File: src/rtl/adcsq_pkg.sv
// constants, types and helpers for the converter sequencer control block
package adcsq_pkg;

  // register byte addresses
  localparam logic [15:0] ADCSQ_ADDR_STATUS = 16'h0038;
  localparam logic [15:0] ADCSQ_ADDR_RESULT = 16'h0039;
  localparam logic [15:0] ADCSQ_ADDR_CLKCFG = 16'h003a;

  // conversion_status_control fields
  localparam int ADCSQ_CONV_COMPLETE_FLAG_BIT = 7;
  localparam int ADCSQ_IEN_BIT  = 6;
  localparam int ADCSQ_CONT_BIT = 5;
  localparam int ADCSQ_CHAN_MSB = 4;

  // conversion_clock_config fields
  localparam int ADCSQ_DIV_MSB  = 7;
  localparam int ADCSQ_DIV_LSB  = 5;
  localparam int ADCSQ_SRC_BIT  = 4;

  // channel codes
  localparam logic [4:0] ADCSQ_CHAN_OFF      = 5'h1f;
  localparam logic [4:0] ADCSQ_CHAN_HIGH_REF = 5'h1d;
  localparam logic [4:0] ADCSQ_CHAN_LOW_REF  = 5'h1e;
  localparam logic [4:0] ADCSQ_CHAN_PIN_CNT  = 5'h0f;

  // conversion timing in conversion clock ticks
  localparam int ADCSQ_CONV_TICKS   = 16;
  localparam int ADCSQ_RESULT_BITS  = 8;
  localparam int ADCSQ_SAMPLE_TICKS = ADCSQ_CONV_TICKS - ADCSQ_RESULT_BITS;

  typedef enum logic [2:0] {
    ADCSQ_IDLE   = 3'b001,
    ADCSQ_SAMPLE = 3'b010,
    ADCSQ_APPROX = 3'b100
  } adcsq_state_e;

  typedef struct packed {
    adcsq_state_e state;
    logic         pend;
    logic [4:0]   chan;
    logic         ien;
    logic         cont;
    logic         conv_complete_flag;
    logic         irq;
    logic [2:0]   div;
    logic         src;
    logic         ext_prev;
    logic [3:0]   div_cnt;
    logic [3:0]   tick_cnt;
    logic [7:0]   mask;
    logic [7:0]   dac;
    logic [7:0]   result;
    logic [7:0]   rdata;
    logic         done;
    logic         pwr_off;
    logic [14:0]  in_sel;
    logic         hi_sel;
    logic         lo_sel;
  } adcsq_state_s;

  localparam adcsq_state_s ADCSQ_RESET = '{
    state: ADCSQ_IDLE, chan: ADCSQ_CHAN_OFF, pwr_off: 1'b1, default: '0};

  // terminal count of the prescaler: ratio minus one
  function automatic logic [3:0] adcsq_div_limit(input logic [2:0] code);
    logic [3:0] lim;
    lim = 4'hf;
    if (!code[2]) begin
      lim = 4'((5'h01 << code[1:0]) - 5'h01);
    end
    return lim;
  endfunction

  // one-hot select of the pin inputs, zero for non-pin codes
  function automatic logic [14:0] adcsq_pin_decode(input logic [4:0] chan);
    logic [14:0] sel;
    sel = 15'h0000;
    if (chan < ADCSQ_CHAN_PIN_CNT) begin
      sel = 15'(16'h0001 << chan);
    end
    return sel;
  endfunction

endpackage

File: src/rtl/adcsq_control.sv
// conversion sequencer, register file and interrupt logic of the 8-bit SAR converter
//
// Decided for this implementation: the plain strobed port.
module adcsq_control
  import adcsq_pkg::*;
#(
  parameter int P_SAMPLE_TICKS = ADCSQ_SAMPLE_TICKS
) (
  input  wire logic        i_clock,
  input  wire logic        i_rst_n,
  input  wire logic [15:0] i_addr,
  input  wire logic [7:0]  i_wdata,
  input  wire logic        i_wr,
  input  wire logic        i_rd,
  input  wire logic        i_ext_ref_clock,
  input  wire logic        i_stop_mode,
  input  wire logic        i_comp_above,
  output logic      [7:0]  o_rdata,
  output logic             o_irq,
  output logic      [14:0] o_input_sel,
  output logic             o_high_ref_sel,
  output logic             o_low_ref_sel,
  output logic             o_power_off,
  output logic             o_sampling,
  output logic      [7:0]  o_dac_code,
  output logic             o_conv_done
);

  if (P_SAMPLE_TICKS < 1 || P_SAMPLE_TICKS + ADCSQ_RESULT_BITS > ADCSQ_CONV_TICKS + 1) begin : g_chk
    $error("adcsq_control: sample ticks out of range");
  end

  adcsq_state_s q;
  adcsq_state_s d;
  logic         wr_stat;
  logic         rd_res;
  logic         wr_clk;
  logic         clear;

  assign wr_stat = i_wr && (i_addr == ADCSQ_ADDR_STATUS);
  assign rd_res  = i_rd && (i_addr == ADCSQ_ADDR_RESULT);
  assign wr_clk  = i_wr && (i_addr == ADCSQ_ADDR_CLKCFG);
  assign clear   = wr_stat || rd_res;

  always_comb begin
    logic       src_tick;
    logic       tick;
    logic       start;
    logic       off;
    logic [7:0] kept;
    src_tick = 1'b0;
    tick     = 1'b0;
    start    = 1'b0;
    off      = 1'b0;
    kept     = 8'h00;
    d        = q;
    d.done   = 1'b0;
    d.ext_prev = i_ext_ref_clock;
    // read data stands only in the cycle after the strobe
    d.rdata  = 8'h00;
    if (i_rd) begin
      unique case (i_addr)
        ADCSQ_ADDR_STATUS: d.rdata = {q.conv_complete_flag, q.ien, q.cont, q.chan};
        ADCSQ_ADDR_RESULT: d.rdata = q.result;
        ADCSQ_ADDR_CLKCFG: d.rdata = {q.div, q.src, 4'h0};
        default:           d.rdata = 8'h00;
      endcase
    end
    if (wr_stat) begin
      d.ien  = i_wdata[ADCSQ_IEN_BIT];
      d.cont = i_wdata[ADCSQ_CONT_BIT];
      d.chan = i_wdata[ADCSQ_CHAN_MSB:0];
      // enabled: plain storage bit; disabled: any write clears it
      d.conv_complete_flag = i_wdata[ADCSQ_IEN_BIT] & i_wdata[ADCSQ_CONV_COMPLETE_FLAG_BIT];
      start  = 1'b1;
    end
    if (rd_res && !q.ien) begin
      d.conv_complete_flag = 1'b0;
    end
    if (clear) begin
      d.irq = 1'b0;
    end
    if (wr_clk) begin
      d.div = i_wdata[ADCSQ_DIV_MSB:ADCSQ_DIV_LSB];
      d.src = i_wdata[ADCSQ_SRC_BIT];
    end
    // bus clock ticks every cycle, reference clock on its rising edge
    src_tick = q.src ? 1'b1 : (i_ext_ref_clock & ~q.ext_prev);
    if (src_tick) begin
      if (q.div_cnt >= adcsq_div_limit(q.div)) begin
        d.div_cnt = 4'h0;
        tick      = 1'b1;
      end else begin
        d.div_cnt = q.div_cnt + 4'h1;
      end
    end
    off = &d.chan;
    if (i_stop_mode || off) begin
      // stop keeps the request so the conversion reruns on exit
      d.state = ADCSQ_IDLE;
      d.pend  = !off && (q.pend || start || q.state != ADCSQ_IDLE);
    end else if (start || q.pend) begin
      d.state    = ADCSQ_SAMPLE;
      d.pend     = 1'b0;
      d.tick_cnt = 4'h0;
      d.div_cnt  = 4'h0;
    end else begin
      unique case (q.state)
        ADCSQ_IDLE: begin
        end
        ADCSQ_SAMPLE: begin
          if (tick) begin
            if (q.tick_cnt == 4'(P_SAMPLE_TICKS - 1)) begin
              d.state = ADCSQ_APPROX;
              d.mask  = 8'h80;
              d.dac   = 8'h80;
            end else begin
              d.tick_cnt = q.tick_cnt + 4'h1;
            end
          end
        end
        ADCSQ_APPROX: begin
          if (tick) begin
            kept   = i_comp_above ? q.dac : (q.dac & ~q.mask);
            d.mask = q.mask >> 1;
            d.dac  = kept | (q.mask >> 1);
            if (q.mask[0]) begin
              // overwrites whether read or not
              d.result = kept;
              d.done   = 1'b1;
              if (!d.ien) begin
                d.conv_complete_flag = 1'b1;
              end
              if (d.ien && !d.conv_complete_flag) begin
                d.irq = 1'b1;
              end
              d.state    = d.cont ? ADCSQ_SAMPLE : ADCSQ_IDLE;
              d.tick_cnt = 4'h0;
            end
          end
        end
      endcase
    end
    // level request, dropped only by access or disabling
    d.irq     = d.irq & d.ien;
    d.pwr_off = off;
    d.in_sel  = adcsq_pin_decode(d.chan);
    d.hi_sel  = (d.chan == ADCSQ_CHAN_HIGH_REF);
    d.lo_sel  = (d.chan == ADCSQ_CHAN_LOW_REF);
  end

  always_ff @(posedge i_clock or negedge i_rst_n) begin
    if (!i_rst_n) begin
      q <= ADCSQ_RESET;
    end else begin
      q <= d;
    end
  end

  assign o_rdata        = q.rdata;
  assign o_irq          = q.irq;
  assign o_input_sel    = q.in_sel;
  assign o_high_ref_sel = q.hi_sel;
  assign o_low_ref_sel  = q.lo_sel;
  assign o_power_off    = q.pwr_off;
  assign o_sampling     = q.state[1];
  assign o_dac_code     = q.dac;
  assign o_conv_done    = q.done;

  AST_IRQ_ON_DONE: assert property (@(posedge i_clock) disable iff (!i_rst_n)
    q.done && q.ien && !q.conv_complete_flag |-> o_irq)
    else $error("request missing after completion");

  AST_FLAG_ON_DONE: assert property (@(posedge i_clock) disable iff (!i_rst_n)
    q.done && !q.ien |-> q.conv_complete_flag && !o_irq)
    else $error("completion flag not set");

  AST_FLAG_CLEAR: assert property (@(posedge i_clock) disable iff (!i_rst_n)
    (rd_res || wr_stat) && !q.ien && !(wr_stat && i_wdata[ADCSQ_IEN_BIT])
      |=> !q.conv_complete_flag || q.done)
    else $error("completion flag not cleared by access");

  AST_IRQ_CLEAR: assert property (@(posedge i_clock) disable iff (!i_rst_n)
    clear |=> !o_irq || q.done)
    else $error("request survived clearing access");

  AST_IRQ_HOLD: assert property (@(posedge i_clock) disable iff (!i_rst_n)
    o_irq && !clear && q.ien |=> o_irq)
    else $error("request dropped without access");

  AST_OFF_IDLE: assert property (@(posedge i_clock) disable iff (!i_rst_n)
    o_power_off |-> q.state == ADCSQ_IDLE && !q.pend)
    else $error("converter active while powered off");

  AST_STOP_ABORT: assert property (@(posedge i_clock) disable iff (!i_rst_n)
    i_stop_mode |=> q.state == ADCSQ_IDLE && !q.done)
    else $error("conversion ran in stop mode");

  AST_START: assert property (@(posedge i_clock) disable iff (!i_rst_n)
    wr_stat && !i_stop_mode && (i_wdata[4:0] != ADCSQ_CHAN_OFF)
      |=> q.state == ADCSQ_SAMPLE && q.tick_cnt == 4'h0 && q.div_cnt == 4'h0)
    else $error("status write did not start a conversion");

  AST_MODE: assert property (@(posedge i_clock) disable iff (!i_rst_n)
    q.done |-> (q.cont ? q.state == ADCSQ_SAMPLE : q.state == ADCSQ_IDLE))
    else $error("wrong follow-up after completion");

  AST_PIN_SEL: assert property (@(posedge i_clock) disable iff (!i_rst_n)
    q.chan < ADCSQ_CHAN_PIN_CNT |-> $onehot(o_input_sel) && o_input_sel[q.chan[3:0]])
    else $error("pin select does not match channel code");

  AST_REF_SEL: assert property (@(posedge i_clock) disable iff (!i_rst_n)
    q.chan == ADCSQ_CHAN_HIGH_REF |-> o_high_ref_sel && !o_low_ref_sel && o_input_sel == '0)
    else $error("high reference not selected");

  AST_RESET_VALS: assert property (@(posedge i_clock) disable iff (!i_rst_n)
    $rose(i_rst_n) |-> !q.conv_complete_flag && !q.ien && !q.cont && q.chan == ADCSQ_CHAN_OFF
      && o_power_off && !o_irq && !q.src)
    else $error("register state after reset is wrong");

  AST_RDATA_IDLE: assert property (@(posedge i_clock) disable iff (!i_rst_n)
    !i_rd |=> o_rdata == 8'h00)
    else $error("read data outside its read cycle");

  AST_RESULT_READ: assert property (@(posedge i_clock) disable iff (!i_rst_n)
    rd_res |=> o_rdata == $past(q.result))
    else $error("result read returned wrong data");

  AST_STATUS_READ: assert property (@(posedge i_clock) disable iff (!i_rst_n)
    i_rd && i_addr == ADCSQ_ADDR_STATUS
      |=> o_rdata == {$past(q.conv_complete_flag), $past(q.ien), $past(q.cont), $past(q.chan)})
    else $error("status read returned wrong data");

  AST_CLK_READ: assert property (@(posedge i_clock) disable iff (!i_rst_n)
    i_rd && i_addr == ADCSQ_ADDR_CLKCFG
      |=> o_rdata == {$past(q.div), $past(q.src), 4'h0})
    else $error("clock config read returned wrong data");

  AST_RESULT_HOLD: assert property (@(posedge i_clock) disable iff (!i_rst_n)
    $changed(q.result) |-> q.done)
    else $error("result changed without a completion");

  AST_SAR_RESULT: assert property (@(posedge i_clock) disable iff (!i_rst_n)
    q.done |-> q.result == ($past(i_comp_above) ? $past(q.dac)
                                                : ($past(q.dac) & ~$past(q.mask))))
    else $error("result does not hold the last decision");

  AST_CONV_COMPLETE_FLAG_WRITE: assert property (@(posedge i_clock) disable iff (!i_rst_n)
    wr_stat && i_wdata[ADCSQ_IEN_BIT] |=> q.conv_complete_flag == $past(i_wdata[ADCSQ_CONV_COMPLETE_FLAG_BIT]))
    else $error("completion bit did not take the written value");

  AST_CONV_COMPLETE_FLAG_KEEP: assert property (@(posedge i_clock) disable iff (!i_rst_n)
    q.ien && !wr_stat |=> $stable(q.conv_complete_flag))
    else $error("completion bit moved while interrupts enabled");

  AST_IRQ_SUPPRESS: assert property (@(posedge i_clock) disable iff (!i_rst_n)
    o_irq |-> q.ien && !q.conv_complete_flag)
    else $error("request raised with completion bit set");

  AST_IRQ_RISE: assert property (@(posedge i_clock) disable iff (!i_rst_n)
    $rose(o_irq) |-> q.done)
    else $error("request raised without a completion");

  AST_IRQ_OFF: assert property (@(posedge i_clock) disable iff (!i_rst_n)
    !q.ien |-> !o_irq)
    else $error("request raised while disabled");

  AST_CONV_COMPLETE_FLAG_RISE: assert property (@(posedge i_clock) disable iff (!i_rst_n)
    $rose(q.conv_complete_flag) && !q.ien |-> q.done)
    else $error("read-only completion bit set without completion");

  AST_DONE_FROM_APPROX: assert property (@(posedge i_clock) disable iff (!i_rst_n)
    q.done |-> $past(q.state) == ADCSQ_APPROX)
    else $error("completion outside approximation");

  AST_DONE_PULSE: assert property (@(posedge i_clock) disable iff (!i_rst_n)
    q.done |=> !q.done)
    else $error("completion pulse longer than one cycle");

  AST_START_NO_DONE: assert property (@(posedge i_clock) disable iff (!i_rst_n)
    wr_stat |=> !o_conv_done)
    else $error("restarted conversion still completed");

  AST_DAC_FIRST: assert property (@(posedge i_clock) disable iff (!i_rst_n)
    q.state == ADCSQ_APPROX && $past(q.state) == ADCSQ_SAMPLE
      |-> o_dac_code == 8'h80 && q.mask == 8'h80)
    else $error("approximation did not start at mid scale");

  AST_DIV1_STEP: assert property (@(posedge i_clock) disable iff (!i_rst_n)
    q.src && q.div == 3'h0 && q.state == ADCSQ_APPROX && !i_stop_mode && !wr_stat
      |=> q.mask == ($past(q.mask) >> 1))
    else $error("undivided clock missed a decision");

  AST_DIV16_HOLD: assert property (@(posedge i_clock) disable iff (!i_rst_n)
    q.div[2] && q.div_cnt != 4'hf && q.state == ADCSQ_APPROX && !i_stop_mode && !wr_stat
      |=> $stable(q.mask))
    else $error("divide by 16 ticked early");

  AST_EXT_HOLD: assert property (@(posedge i_clock) disable iff (!i_rst_n)
    !q.src && !(i_ext_ref_clock && !q.ext_prev) && q.state == ADCSQ_APPROX
      && !i_stop_mode && !wr_stat |=> $stable(q.mask))
    else $error("decision without a reference clock edge");

  AST_IDLE_STAYS: assert property (@(posedge i_clock) disable iff (!i_rst_n)
    q.state == ADCSQ_IDLE && !q.pend && !wr_stat |=> q.state == ADCSQ_IDLE)
    else $error("conversion started without a request");

  AST_OFF_SEL: assert property (@(posedge i_clock) disable iff (!i_rst_n)
    o_power_off |-> o_input_sel == 15'h0000 && !o_high_ref_sel && !o_low_ref_sel && !o_sampling)
    else $error("input selected while powered off");

  AST_PWR_MATCH: assert property (@(posedge i_clock) disable iff (!i_rst_n)
    o_power_off == (q.chan == ADCSQ_CHAN_OFF))
    else $error("power off does not follow the channel code");

  AST_STOP_KEEP: assert property (@(posedge i_clock) disable iff (!i_rst_n)
    i_stop_mode && !wr_stat && q.state != ADCSQ_IDLE |=> q.pend)
    else $error("aborted conversion not kept for resume");

  AST_RESUME: assert property (@(posedge i_clock) disable iff (!i_rst_n)
    q.pend && !i_stop_mode && !wr_stat |=> q.state == ADCSQ_SAMPLE)
    else $error("kept conversion did not resume");

  AST_LOW_REF_SEL: assert property (@(posedge i_clock) disable iff (!i_rst_n)
    q.chan == ADCSQ_CHAN_LOW_REF |-> o_low_ref_sel && !o_high_ref_sel && o_input_sel == '0)
    else $error("low reference not selected");

endmodule

File: config.mk
export PLATFORM = sky130hd
export DESIGN_NAME = adcsq_control
export DESIGN_NICKNAME = d
export VERILOG_FILES = /design/src/rtl/adcsq_pkg.sv /design/src/rtl/adcsq_control.sv
export SDC_FILE = /design/constraint.sdc
export NUM_CORES = 1
export LEC_CHECK = 0
export BUFFER_PORTS_ARGS = -buffer_cell sky130_fd_sc_hd__buf_2
export CAP_MARGIN = 20
export CORE_UTILIZATION = 31
export DETAILED_ROUTE_END_ITERATION = 8
export SLEW_MARGIN = 5
export SYNTH_ARGS = -nofsm -noshare
export SYNTH_HDL_FRONTEND = slang
export SYNTH_SLANG_ARGS = --single-unit
File: constraint.sdc
create_clock -name i_clock -period 4 [get_ports i_clock]
set_clock_uncertainty 0.15 [all_clocks]
set_input_delay 0.4 -clock i_clock [delete_from_list [all_inputs] [get_ports i_clock]]
set_output_delay 0.4 -clock i_clock [all_outputs]
set_load 0.05 [all_outputs]
==> Implementation_results.wiki <==
{| class="wikitable"
! Metric !! Value
|-
| Run status || complete, no violations
|-
| Final HPWL from detailed placement || 6.27 mm
|-
| TritonRoute pass-1 iters || 4
|-
| Area share of and/or/nand/nor cells after synthesis || 18.9%
|-
| Vias per std cell || 4.98
|-
| Min cycle time layout || 3210 ps
|-
| Net switching power || 0.407 mW
|-
| Post-CTS setup buffer count || 0
|-
| Yosys Warn Count || 0
|-
| Fin. Hold Viols || 0
|-
| Std-Cell Rows || 40
|-
| Xor-xnor portion of the synthesized cell area || 0%
|-
| Synth cell count leaders || sky130_fd_sc_hd__dfrtp_1, sky130_fd_sc_hd__nor2_1, sky130_fd_sc_hd__buf_4
|-
| Area fraction of the dominant cell type after synthesis || 45.7%
|-
| Gate Count Post-Synth || approximately 380
|-
| CTS clk-pin slew, worst paths || 60 ps
|-
| Leading cell types by total area after synthesis || sky130_fd_sc_hd__dfrtp_1, sky130_fd_sc_hd__buf_4, sky130_fd_sc_hd__nor2_1
|-
| Worst path cell trace || or3_1 -> ha_1 -> nand2b_1 -> a2111oi_2 -> nor3_1 -> nand3_1 -> nor2_1 -> buf_4 -> a22o_1
|-
| Type of element launching the critical path || flop
|-
| IR drop worst, VDD || between 0.15 and 0.2 mV
|-
| Startpoint-to-endpoint class of the critical path || reg2reg
|-
| Relative slew slack || 36.8%
|-
| Total chip power || 1.72 mW
|-
| Area of all sequential standard cells || 0.00194 mm^2
|-
| # placed instances || 553
|-
| Compound-gate portion of the synthesized area || 12.6%
|-
| Clock insertion delay at the later pin of the skew report || approximately 330 ps
|-
| TritonCTS clock tree || built
|-
| Layout filler cell count || 1196
|-
| Full die area || ~0.013 mm^2
|-
| Post-DRT Antenna Nets || 0
|-
| Multiplexer area fraction after synthesis || 7.18%
|-
| Number of top-level pins || 68
|-
| Number of flops mapped to enable cells by yosys || 0
|-
| Slew Viols, Final || 0
|-
| Number of max-capacitance violations reported || 0
|-
| Synthesis-to-finish area growth || 14.2%
|-
| Proportion of synthesized chip area in sequential cells || between 50% and 60%
|-
| Fraction of power consumed by the clock network || roughly 45%
|-
| Synth cell types || 53
|-
| Share of power burned in combinational logic || 7.3%
|-
| FF-to-FF path depth || 9
|-
| Most numerous cell in the Yosys netlist || sky130_fd_sc_hd__dfrtp_1
|-
| WHS Path Cells || 1
|-
| Highest clock frequency the design can meet || 0.312 GHz
|-
| H-Tree Level Count || 3
|-
| Type of the most critical hold path || in2reg
|-
| N_diodes || 0
|-
| Power per cell area || a little under 400 mW/mm^2
|-
| Adder-cell area share of the yosys netlist || 1.96%
|-
| Critical path capture point type || flop
|-
| Routability Congestion || between 0.7 and 0.8
|-
| Average detailed-routed wire length per instance || 14.9 um
|-
| Total clock buffers created by CTS || 9
|-
| Hold buffer count at CTS || 0
|-
| Area of the multi-input gates || approximately 0.0016 mm^2
|-
| Register bit count reported by yosys || 77
|-
| Mean cell area of the mapped netlist || 10.2 um^2
|-
| Number of violations reported at the end of detailed-routing iteration 0 || 181
|-
| Overall track demand over capacity in global routing || 14.0%
|-
| Std-Cell Core Area || ~0.012 mm^2
|-
| Library cell used as clock root buffer || sky130_fd_sc_hd__clkbuf_16
|-
| Number of buffers on the longest clock path || 2
|-
| Tcrit/Tclk final || 80.1%
|-
| Internal Dissipation || 1.31 mW
|-
| Largest area contributor in the synthesized netlist || sky130_fd_sc_hd__dfrtp_1
|-
| DR vias || 2834
|-
| Vertical extent of the die || 113 um
|-
| Hold slack final || approximately 36 ps
|-
| Antenna violations before repair || 0
|-
| Net count after synthesis || 414
|-
| Net count reported at finish || about 450
|-
| DRC viols || 0
|-
| RSZ-0062 raised after global routing || false
|-
| Sequential Power Share || 47.3%
|-
| Final-layout setup total negative slack || 0 ps
|-
| Switch share || 23.7%
|-
| Required arrival time at the worst endpoint || 4070 ps
|-
| Most used DFF post-synth || sky130_fd_sc_hd__dfrtp_1
|-
| Summed instance area of the synthesized netlist || 0.00383 mm^2
|-
| Number of global-route vias before repair || 2781
|-
| Overflow left after global routing || 0
|-
| Filler-free cell count of the finished design || 569
|-
| First-pass GRT wire length || 14.1 mm
|-
| Number of buffers inserted by port buffering || 67
|-
| Number of instances resized during post-cts repair || 0
|-
| Final setup violation count || 0
|-
| Horizontal extent of the die || 113 um
|-
| Largest net degree at the start of global routing || 78
|-
| Worst path slowest cell || sky130_fd_sc_hd__a2111oi_2
|-
| Total Wirelength || 8.51 mm
|-
| Worst path arrival time || 3270 ps
|-
| Main combinational cell family by area after synthesis || simple AND/OR/NAND/NOR gates
|-
| Starting utilization of the core area || 31.9%
|-
| CP max FO || 10
|-
| Slew at the pin closest to its max-slew limit || about 950 ps
|-
| TritonCTS sink count || 77
|-
| Leakage dissipation || 2.22 nW
|-
| Post-synth ARST share || 100%
|-
| Largest stage delay on the critical path || roughly 530 ps
|-
| Proportion of layout cells with a drive suffix above 1 || 26.5%
|}
path summary, 6_finish.rpt:
check | startpoint | end | slack, ps
min in group asynchronous | i_rst_n | o_high_ref_sel | 70
max in group asynchronous | i_rst_n | q[76] | 3010
max reg2reg | q[62] | o_dac_code[3] | 790
min | i_ext_ref_clock | q[59] | 40
max | q[62] | o_dac_code[3] | 790
min reg2reg | q[70] | q[70] | 350
worst max-delay path, delay by kind of cell, from the launching register on:
family | cells | cell delay (ps)
compound gates | 2 | 760
fa+ha+maj | 1 | 270
buf+inv | 1 | 210
flops | 1 | 420
simple gates | 5 | 1270
cells by family after synthesis:
family | Yosys count
buffers and inverters | 55
DFF | 77
adders and majority gates | 6
muxes | 24
AOI/OAI and AO/OA | 72
and+or+nand+nor | 143
sequential cells by signal, summed over array words and instances (netlist names):
register,cells
o_high_ref_sel,1
o_rdata,8
q,40
o_sampling,1
o_dac_code,8
o_power_off,1
o_input_sel,15
o_irq,1
o_conv_done,1
o_low_ref_sel,1
power groups by stage:
stage	registers [mW]	clock network, mW	logic [mW]
after global routing	0.815	0.830	0.138
final	0.814	0.780	0.126
after detailed placement	0.827	0	0.127
after global placement	0.827	0	0.125
after floorplan	0.831	0	0.0685
after CTS	0.814	0.799	0.128
final cells by class:
type,instances,area share (%)
Sequential cell,77,44.2
Timing Repair Buffer,70,8.23
Inverter,14,1.20
Multi-Input combinational cell,245,35.6
Clock inverter,3,0.429
Clock buffer,13,6.17
Tap cell,147,4.20
cell usage in the layout, fill, tap and decap left out, types with 4 or more instances in the layout:
cell type | netlist | final
sky130_fd_sc_hd__a21oi_1 | 16 | 16
sky130_fd_sc_hd__a22o_1 | 15 | 15
sky130_fd_sc_hd__a31oi_1 | 7 | 7
sky130_fd_sc_hd__and3_1 | 4 | 4
sky130_fd_sc_hd__buf_2 | 2 | 66
sky130_fd_sc_hd__buf_4 | 31 | 4
sky130_fd_sc_hd__clkbuf_16 | 0 | 9
sky130_fd_sc_hd__dfrtp_1 | 70 | 70
sky130_fd_sc_hd__dfstp_2 | 7 | 7
sky130_fd_sc_hd__ha_1 | 6 | 6
sky130_fd_sc_hd__inv_1 | 13 | 13
sky130_fd_sc_hd__mux2_2 | 8 | 8
sky130_fd_sc_hd__mux2_4 | 5 | 5
sky130_fd_sc_hd__mux2i_1 | 11 | 11
sky130_fd_sc_hd__nand2_1 | 26 | 26
sky130_fd_sc_hd__nand2b_1 | 4 | 4
sky130_fd_sc_hd__nand3_1 | 11 | 11
sky130_fd_sc_hd__nor2_1 | 51 | 51
sky130_fd_sc_hd__nor2b_1 | 14 | 14
sky130_fd_sc_hd__nor3_1 | 6 | 6
sky130_fd_sc_hd__nor3b_1 | 4 | 4
sky130_fd_sc_hd__nor4_1 | 4 | 4
sky130_fd_sc_hd__o21ai_0 | 17 | 17
stage by stage:
stage / area [um^2] / utilization, % / worst slack (ps)
final: 4380 / 36.5 / 795
after global routing: 4380 / 36.5 / 546
after CTS: 4380 / 36.5 / 792
after detailed placement: 4090 / 34.1 / 813
after global placement: 4090 / 34.1 / 858
after floorplan: 3830 / - / 1080
routing by layer:
metal / up-vias / GRT usage (%) / share of wire (%)
met3: 10 / 3.21 / 3.4
met4: 0 / 5.35 / 1.5
met2: 70 / 23.2 / 47
met5: - / 0 / 0
met1: 1383 / 17.9 / 48
li1: 1371 / - / -
(Power assumes the default switching activity.)
